[src/ccrb_defines.vh]
// Register map, field positions and reset values of the codec control register bank.
// Assumes inclusion by bare name from the design files.
`ifndef CCRB_DEFINES_VH
`define CCRB_DEFINES_VH
`define CCRB_ADDR_NOP     5'h00
`define CCRB_ADDR_MAIN    5'h01
`define CCRB_ADDR_FILT    5'h02
`define CCRB_ADDR_OSDIV   5'h03
`define CCRB_ADDR_SCDIV   5'h04
`define CCRB_ADDR_REF     5'h05
`define CCRB_CMD_RW_BIT   13
`define CCRB_CMD_ADDR_HI  12
`define CCRB_CMD_ADDR_LO  8
`define CCRB_MAIN_RST     7
`define CCRB_MAIN_PDN     6
`define CCRB_MAIN_AUX     5
`define CCRB_MAIN_GAIN_HI 4
`define CCRB_MAIN_GAIN_LO 3
`define CCRB_MAIN_ALB     2
`define CCRB_MAIN_DLB     1
`define CCRB_MAIN_HWREQ   0
`define CCRB_FILT_OVF     5
`define CCRB_FILT_FLAG1   4
`define CCRB_FILT_FLAG0   3
`define CCRB_FILT_PHONE   2
`define CCRB_FILT_DECBYP  1
`define CCRB_FILT_INTBYP  0
`define CCRB_FILT_WMASK   8'h1f
`define CCRB_REF_DACDIS   3
`define CCRB_REF_WMASK    8'h08
`define CCRB_MAIN_RESET   8'h00
`define CCRB_FILT_RESET   8'h00
`define CCRB_OSDIV_RESET  8'h08
`define CCRB_SCDIV_RESET  8'h01
`define CCRB_REF_RESET    8'h00
`define CCRB_OS_MULT      4
`define CCRB_RATE_MULT    64
`define CCRB_SC_MULT      2
`endif

[src/ccrb_clkdiv.v]
// Clock divider producing a one-cycle tick every (multiplier x divisor) master clocks.
// Assumes a single clock; divisor zero stands for 256.
`timescale 1ns/1ps
module ccrb_clkdiv #(
	parameter MULT = 4 // Master clocks per divisor step.
) (
	input  wire       clock_i, // Master clock.
	input  wire       nrst_i,  // Synchronous reset, active low.
	input  wire [7:0] div_i,   // Divisor, zero meaning 256.
	output reg        tick_o,  // One-cycle pulse at each period end.
	output reg        lvl_o    // Square wave, toggles each half period.
);
	reg  [17:0] cnt_r;
	wire [17:0] period;
	// Zero is taken as 256.
	assign period = (div_i == 8'h00) ? (18'h00100 * MULT[17:0]) : ({10'h000, div_i} * MULT[17:0]);
	always @(posedge clock_i) begin
		if (!nrst_i) begin
			cnt_r  <= 18'h00000;
			tick_o <= 1'b0;
			lvl_o  <= 1'b0;
		end else begin
			if (cnt_r + 18'h00001 >= period) begin
				cnt_r  <= 18'h00000;
				tick_o <= 1'b1;
			end else begin
				cnt_r  <= cnt_r + 18'h00001;
				tick_o <= 1'b0;
			end
			if (cnt_r + 18'h00001 >= period || cnt_r + 18'h00001 == (period >> 1))
				lvl_o <= ~lvl_o;
		end
	end
endmodule // ccrb_clkdiv

[src/ccrb_top.v]
// Codec control register bank: decodes secondary command words and drives control outputs.
// Assumes command words arrive already deserialised, one strobe per word, on clock_i.
//
// Operation
// - Command bits 12..8 carry the register address, bits 7..0 the data.
// - Command bit 13 low writes, high reads the addressed register.
// - Address 0 no-op, 1 main, 2 filter, 3 oversample, 4 shift clock, 5 reference.
// - Main bit 7 gives one software reset pulse, then self-clears.
// - Main bit 6 asserts power down of analog section and filters.
// - Main bit 5 selects auxiliary input pair, else primary pair.
// - Main bits 4..3 set output gain: unity, half, quarter, squelch.
// - Main bit 2 asserts analog loopback.
// - Main bit 1 asserts digital loopback.
// - Main bit 0 selects hardware-requested secondary words, else software-requested.
// - Main and filter registers reset to all zeros.
// - Filter register reports decimator overflow flag, meaningful on read only.
// - Filter decimator bypass bit routes data around the decimator.
// - Filter interpolator bypass bit routes data around the interpolator.
// - Oversampling clock is master over four times divisor; rate over 256 times.
// - Oversample divisor zero counts as 256.
// - Oversample divisor resets to eight.
// - Shift clock is master clock over twice the shift divisor.
// - Shift divisor zero counts as 256.
`timescale 1ns/1ps
`include "ccrb_defines.vh"
module ccrb_top (
	input  wire        clock_i,        // Master clock, 125 MHz.
	input  wire        nrst_i,         // Synchronous reset, active low.
	input  wire        cmd_valid_i,    // One-cycle strobe with a command word.
	input  wire [15:0] cmd_word_i,     // Secondary command word.
	input  wire        dec_ovf_i,      // Decimator overflow event pulse.
	output reg         rd_valid_o,     // One-cycle strobe with read data.
	output reg  [7:0]  rd_data_o,      // Read data.
	output reg         soft_reset_o,   // One-cycle software reset pulse.
	output reg         power_down_o,   // Analog and filter power down.
	output reg         aux_select_o,   // Auxiliary input pair selected.
	output reg  [1:0]  out_gain_o,     // Output gain code.
	output reg         squelch_o,      // Output squelched.
	output reg         analog_lb_o,    // Analog loopback.
	output reg         digital_lb_o,   // Digital loopback.
	output reg         hw_sec_req_o,   // Hardware-requested secondary words.
	output reg  [1:0]  flag_o,         // General-purpose flag pins.
	output reg         phone_mode_o,   // Phone mode.
	output reg         dec_bypass_o,   // Decimator bypass.
	output reg         int_bypass_o,   // Interpolator bypass.
	output reg         dac_ref_dis_o,  // DAC reference disabled.
	output reg         oversampling_clock_o, // Oversampling clock level.
	output reg         conv_tick_o,    // One-cycle pulse per conversion.
	output reg         shift_clock_o   // Serial shift clock level.
);
	reg  [7:0] main_control_r;
	reg  [7:0] filter_flag_control_r;
	reg  [7:0] oversample_divisor_r;
	reg  [7:0] shift_clock_divisor_r;
	reg  [7:0] reference_control_r;
	reg        ovf_r;
	reg  [7:0] rd_nxt;
	wire [4:0] addr;
	wire [7:0] wdata;
	wire       is_wr;
	wire       is_rd;
	wire       os_lvl;
	wire       rate_tick;
	wire       sc_lvl;

	// ****************************************
	// Command decode
	// ****************************************
	assign addr  = cmd_word_i[`CCRB_CMD_ADDR_HI:`CCRB_CMD_ADDR_LO];
	assign wdata = cmd_word_i[7:0];
	assign is_wr = cmd_valid_i & ~cmd_word_i[`CCRB_CMD_RW_BIT];
	assign is_rd = cmd_valid_i & cmd_word_i[`CCRB_CMD_RW_BIT];

	always @* begin
		case (addr)
			`CCRB_ADDR_MAIN:  rd_nxt = main_control_r;
			`CCRB_ADDR_FILT:  rd_nxt = {2'b00, ovf_r, filter_flag_control_r[4:0]};
			`CCRB_ADDR_OSDIV: rd_nxt = oversample_divisor_r;
			`CCRB_ADDR_SCDIV: rd_nxt = shift_clock_divisor_r;
			`CCRB_ADDR_REF:   rd_nxt = reference_control_r;
			default:          rd_nxt = 8'h00;
		endcase
	end

	// ****************************************
	// Register file
	// ****************************************
	always @(posedge clock_i) begin
		if (!nrst_i) begin
			main_control_r        <= `CCRB_MAIN_RESET;
			filter_flag_control_r <= `CCRB_FILT_RESET;
			oversample_divisor_r  <= `CCRB_OSDIV_RESET;
			shift_clock_divisor_r <= `CCRB_SCDIV_RESET;
			reference_control_r   <= `CCRB_REF_RESET;
			ovf_r                 <= 1'b0;
			rd_valid_o            <= 1'b0;
			rd_data_o             <= 8'h00;
		end else begin
			rd_valid_o <= is_rd;
			if (is_rd)
				rd_data_o <= rd_nxt;
			// Overflow is sticky until read; a new event in the read cycle wins.
			if (dec_ovf_i)
				ovf_r <= 1'b1;
			else if (is_rd && addr == `CCRB_ADDR_FILT)
				ovf_r <= 1'b0;
			// Reset bit never holds; it only fires the pulse below.
			main_control_r[`CCRB_MAIN_RST] <= 1'b0;
			if (is_wr) begin
				case (addr)
					`CCRB_ADDR_MAIN:
						main_control_r[6:0] <= wdata[6:0];
					`CCRB_ADDR_FILT:
						filter_flag_control_r <= wdata & `CCRB_FILT_WMASK;
					`CCRB_ADDR_OSDIV:
						oversample_divisor_r <= wdata;
					`CCRB_ADDR_SCDIV:
						shift_clock_divisor_r <= wdata;
					`CCRB_ADDR_REF:
						reference_control_r <= wdata & `CCRB_REF_WMASK;
					default: begin
					end
				endcase
			end
		end
	end

	// ****************************************
	// Control outputs
	// ****************************************
	always @(posedge clock_i) begin
		if (!nrst_i) begin
			soft_reset_o  <= 1'b0;
			power_down_o  <= 1'b0;
			aux_select_o  <= 1'b0;
			out_gain_o    <= 2'b00;
			squelch_o     <= 1'b0;
			analog_lb_o   <= 1'b0;
			digital_lb_o  <= 1'b0;
			hw_sec_req_o  <= 1'b0;
			flag_o        <= 2'b00;
			phone_mode_o  <= 1'b0;
			dec_bypass_o  <= 1'b0;
			int_bypass_o  <= 1'b0;
			dac_ref_dis_o <= 1'b0;
			oversampling_clock_o <= 1'b0;
			conv_tick_o   <= 1'b0;
			shift_clock_o <= 1'b0;
		end else begin
			soft_reset_o  <= is_wr && addr == `CCRB_ADDR_MAIN && wdata[`CCRB_MAIN_RST];
			power_down_o  <= main_control_r[`CCRB_MAIN_PDN];
			aux_select_o  <= main_control_r[`CCRB_MAIN_AUX];
			out_gain_o    <= main_control_r[`CCRB_MAIN_GAIN_HI:`CCRB_MAIN_GAIN_LO];
			squelch_o     <= &main_control_r[`CCRB_MAIN_GAIN_HI:`CCRB_MAIN_GAIN_LO];
			analog_lb_o   <= main_control_r[`CCRB_MAIN_ALB];
			digital_lb_o  <= main_control_r[`CCRB_MAIN_DLB];
			hw_sec_req_o  <= main_control_r[`CCRB_MAIN_HWREQ];
			flag_o        <= filter_flag_control_r[`CCRB_FILT_FLAG1:`CCRB_FILT_FLAG0];
			phone_mode_o  <= filter_flag_control_r[`CCRB_FILT_PHONE];
			dec_bypass_o  <= filter_flag_control_r[`CCRB_FILT_DECBYP];
			int_bypass_o  <= filter_flag_control_r[`CCRB_FILT_INTBYP];
			dac_ref_dis_o <= reference_control_r[`CCRB_REF_DACDIS];
			oversampling_clock_o <= os_lvl;
			conv_tick_o   <= rate_tick;
			shift_clock_o <= sc_lvl;
		end
	end

	// ****************************************
	// Clock dividers
	// ****************************************
	// Oversampling clock period is 4 x divisor; zero divisor handled as 256.
	ccrb_clkdiv #(.MULT(`CCRB_OS_MULT)) u_osdiv (
		.clock_i (clock_i),
		.nrst_i  (nrst_i),
		.div_i   (oversample_divisor_r),
		.tick_o  (),
		.lvl_o   (os_lvl)
	);
	// Conversion tick every 256 x divisor master clocks.
	ccrb_clkdiv #(.MULT(`CCRB_RATE_MULT * `CCRB_OS_MULT)) u_ratediv (
		.clock_i (clock_i),
		.nrst_i  (nrst_i),
		.div_i   (oversample_divisor_r),
		.tick_o  (rate_tick),
		.lvl_o   ()
	);
	// Shift clock toggles every divisor clocks: full period 2 x divisor.
	ccrb_clkdiv #(.MULT(`CCRB_SC_MULT)) u_scdiv (
		.clock_i (clock_i),
		.nrst_i  (nrst_i),
		.div_i   (shift_clock_divisor_r),
		.tick_o  (),
		.lvl_o   (sc_lvl)
	);
endmodule // ccrb_top

[config.mk]
export PLATFORM = sky130hd
export DESIGN_NAME = ccrb_top
export DESIGN_NICKNAME = d
export VERILOG_FILES = /design/src/ccrb_clkdiv.v /design/src/ccrb_top.v
export VERILOG_INCLUDE_DIRS = /design/src
export SDC_FILE = /design/constraint.sdc
export NUM_CORES = 1
export LEC_CHECK = 0
export BUFFER_PORTS_ARGS = -buffer_cell sky130_fd_sc_hd__buf_2
export CORE_MARGIN = 5
export CORE_UTILIZATION = 47
export CTS_BUF_LIST = sky130_fd_sc_hd__clkbuf_8
export DETAILED_ROUTE_END_ITERATION = 8
export GPL_TIMING_DRIVEN = 0
export SYNTH_ARGS = -nofsm -noshare
export SYNTH_HDL_FRONTEND = slang
export SYNTH_HIERARCHICAL = 1
export SYNTH_SLANG_ARGS = --single-unit
[constraint.sdc]
create_clock -name clock_i -period 7.1 [get_ports clock_i]
set_input_delay 0.355 -clock clock_i [delete_from_list [all_inputs] [get_ports clock_i]]
set_output_delay 0.355 -clock clock_i [all_outputs]
set_load 0.05 [all_outputs]
==> reports/results.ini <==
[clocking]
clk_latency_ns = 0.45
cts_tree = built
clock-root-buffer = clkbuf_8
numCtsBuffers = 17
clk_pin_slew_ns = 0.07
cts_setup_buffers = 0
cts_sinks = 114
postCtsResizedCells = 0
cts_buffer_depth = 2
cts_hold_buffers = 0
h-tree-depth = 4

[drt]
drt_pass1_iterations = 4
routedWlPerCell_um = 15.0
vias_per_cell = 5.16
num_vias = 4677
drt_iter0_drc = 301
remaining_drc_errors = 0
routed_wl_um = 13600
antenna_left = 0

[layout]
nets = 772
final_common_cell = dfxtp_1
area_delta_synth_final_pct = 15.3
final_layout_size_suffix_gt1_share_pct = 18.7
design_area_um2 = 7010
final_cell_mix = 114 x dfxtp_1, 50 x buf_2, 41 x nor2b_1
diodes = 0

[place]
routabilityCongestion = 0.839
io_buffers = 43
place_area_um2 = 6560
hpwlAfterDp_um = 10100

[sta]
finClkSkew_ns = 0.0152
fin_setup_tns_ns = 0
tightest_slew_ns = 0.603
hold_violations = 0
slew_violations = 0
layout_min_cycle_time_ns = 3.19
final-setup-viol-count = 0
max_freq_mhz = 314
finalCritPeriodShare_pct = 44.9
slew_headroom_pct = 59.8
grt_setup_unrepaired = false

[grt]
grt_overflow = 0
first_global_vias = 4690
grt_max_degree = 17
grt_util_met2_pct = 30.6
grt_util_met1_pct = 25.6
grt_use_met3_pct = 4.54
grt_pass1_wl_um = 23000
antenna_found_initial = 0
globalRoute.busiestLayer = met2
grt_use_total_pct = 19.2

[die]
core_um2 = 12700
die_w_um = 124
initial_core_util_pct = 48.0
die_area_um2 = 15300
ioPinCount = 47
die_h_um = 124
rows = 41

[pwr]
p_leak_nw = 2.98
finalPower_mw = 1.41
powerDensity_nw_per_um2 = 201
ir_worst_vdd_mv = 0.143

[setup_path]
crit_type = reg -> reg
end_kind = register
critPathMaxFanout = 7
max_stage_delay_ns = 0.44
r2r_slack_ns = 3.91
crit_chain = ha_1 -> nand4_2 -> or2_1 -> xnor2_1 -> ha_1 -> nor2b_1 -> o21ai_0 -> a31oi_1 -> nor4_2 -> a21boi_1 -> mux2i_1
cp_slowest_cell = dfxtp_1
arrival_ns = 3.56
cpMostUsedCell = ha_1
start_kind = register
critical_path_required_ns = 7.47

[synth]
netlist_instances = 647
synth_warnings = 6
post_synth.cell_area_avg_um2 = 9.40
syn-cell-area_um2 = 6080

[job]
cap_violations = 0

[status]
status = completed

[hold_path]
hold_path.class = in -> reg

layer usage:
layer / share of wire, % / vias to the layer above / routed length [um]
met5: 0 / - / 0
met4: 1.4 / 0 / 191
met3: 3.9 / 22 / 525
met2: 47 / 74 / 6370
met1: 48 / 2190 / 6530
li1: - / 2391 / -
worst paths after layout:
path / depth (start not counted) / startpoint / end
min: 2 / dec_ovf_i / ovf_r
max: 11 / u_osdiv/cnt_r[0] / u_osdiv/lvl_o
min reg2reg: 1 / u_ratediv/tick_o / conv_tick_o
max reg2reg: 11 / u_osdiv/cnt_r[0] / u_osdiv/lvl_o
report_power, final:
group          internal [mW]  switching [mW]  leakage (nW)
sequential             0.649         0.00712         0.927
combinational         0.0236          0.0393          1.84
clock                  0.414           0.277         0.215
total                   1.09           0.323          2.98
worst max-delay path, delay by kind of cell, from the launching register on:
kind / cells / cell delay [ns]
simple gates: 4 / 1.00
compound gates: 3 / 0.66
fa+ha+maj: 2 / 0.60
flops: 1 / 0.44
mux: 1 / 0.21
xor+xnor: 1 / 0.20
state kept, by name (all words and copies together), names as in the netlist, 2 cells and up:
| register | flops |
|---|---|
| filter_flag_control_r | 5 |
| flag_o | 2 |
| main_control_r | 7 |
| out_gain_o | 2 |
| oversample_divisor_r | 8 |
| rd_data_o | 8 |
| shift_clock_divisor_r | 8 |
| u_osdiv/cnt_r | 18 |
| u_ratediv/cnt_r | 18 |
| u_scdiv/cnt_r | 18 |
area by class of cell:
class / count / area (um2)
buffer: 28 / 169
fill: 1170 / 5660
multi-input combinational: 481 / 3540
clock inverter: 14 / 215
inverter: 37 / 139
tap: 172 / 215
timing repair buffer: 43 / 215
sequential: 114 / 2280
clock buffer: 17 / 234
metrics by stage:
step	worst slack, ns	cells	hold slack (ns)	utilization, %
after global routing	3.61	906	0.132	55.3
final	3.91	906	0.143	55.3
after CTS	3.88	906	0.116	55.3
after global placement	3.94	875	0.445	51.8
after floorplan	4.18	660	0.412	-
after detailed placement	3.91	875	0.450	51.8
Note: power is estimated with default switching activity, not from simulation.
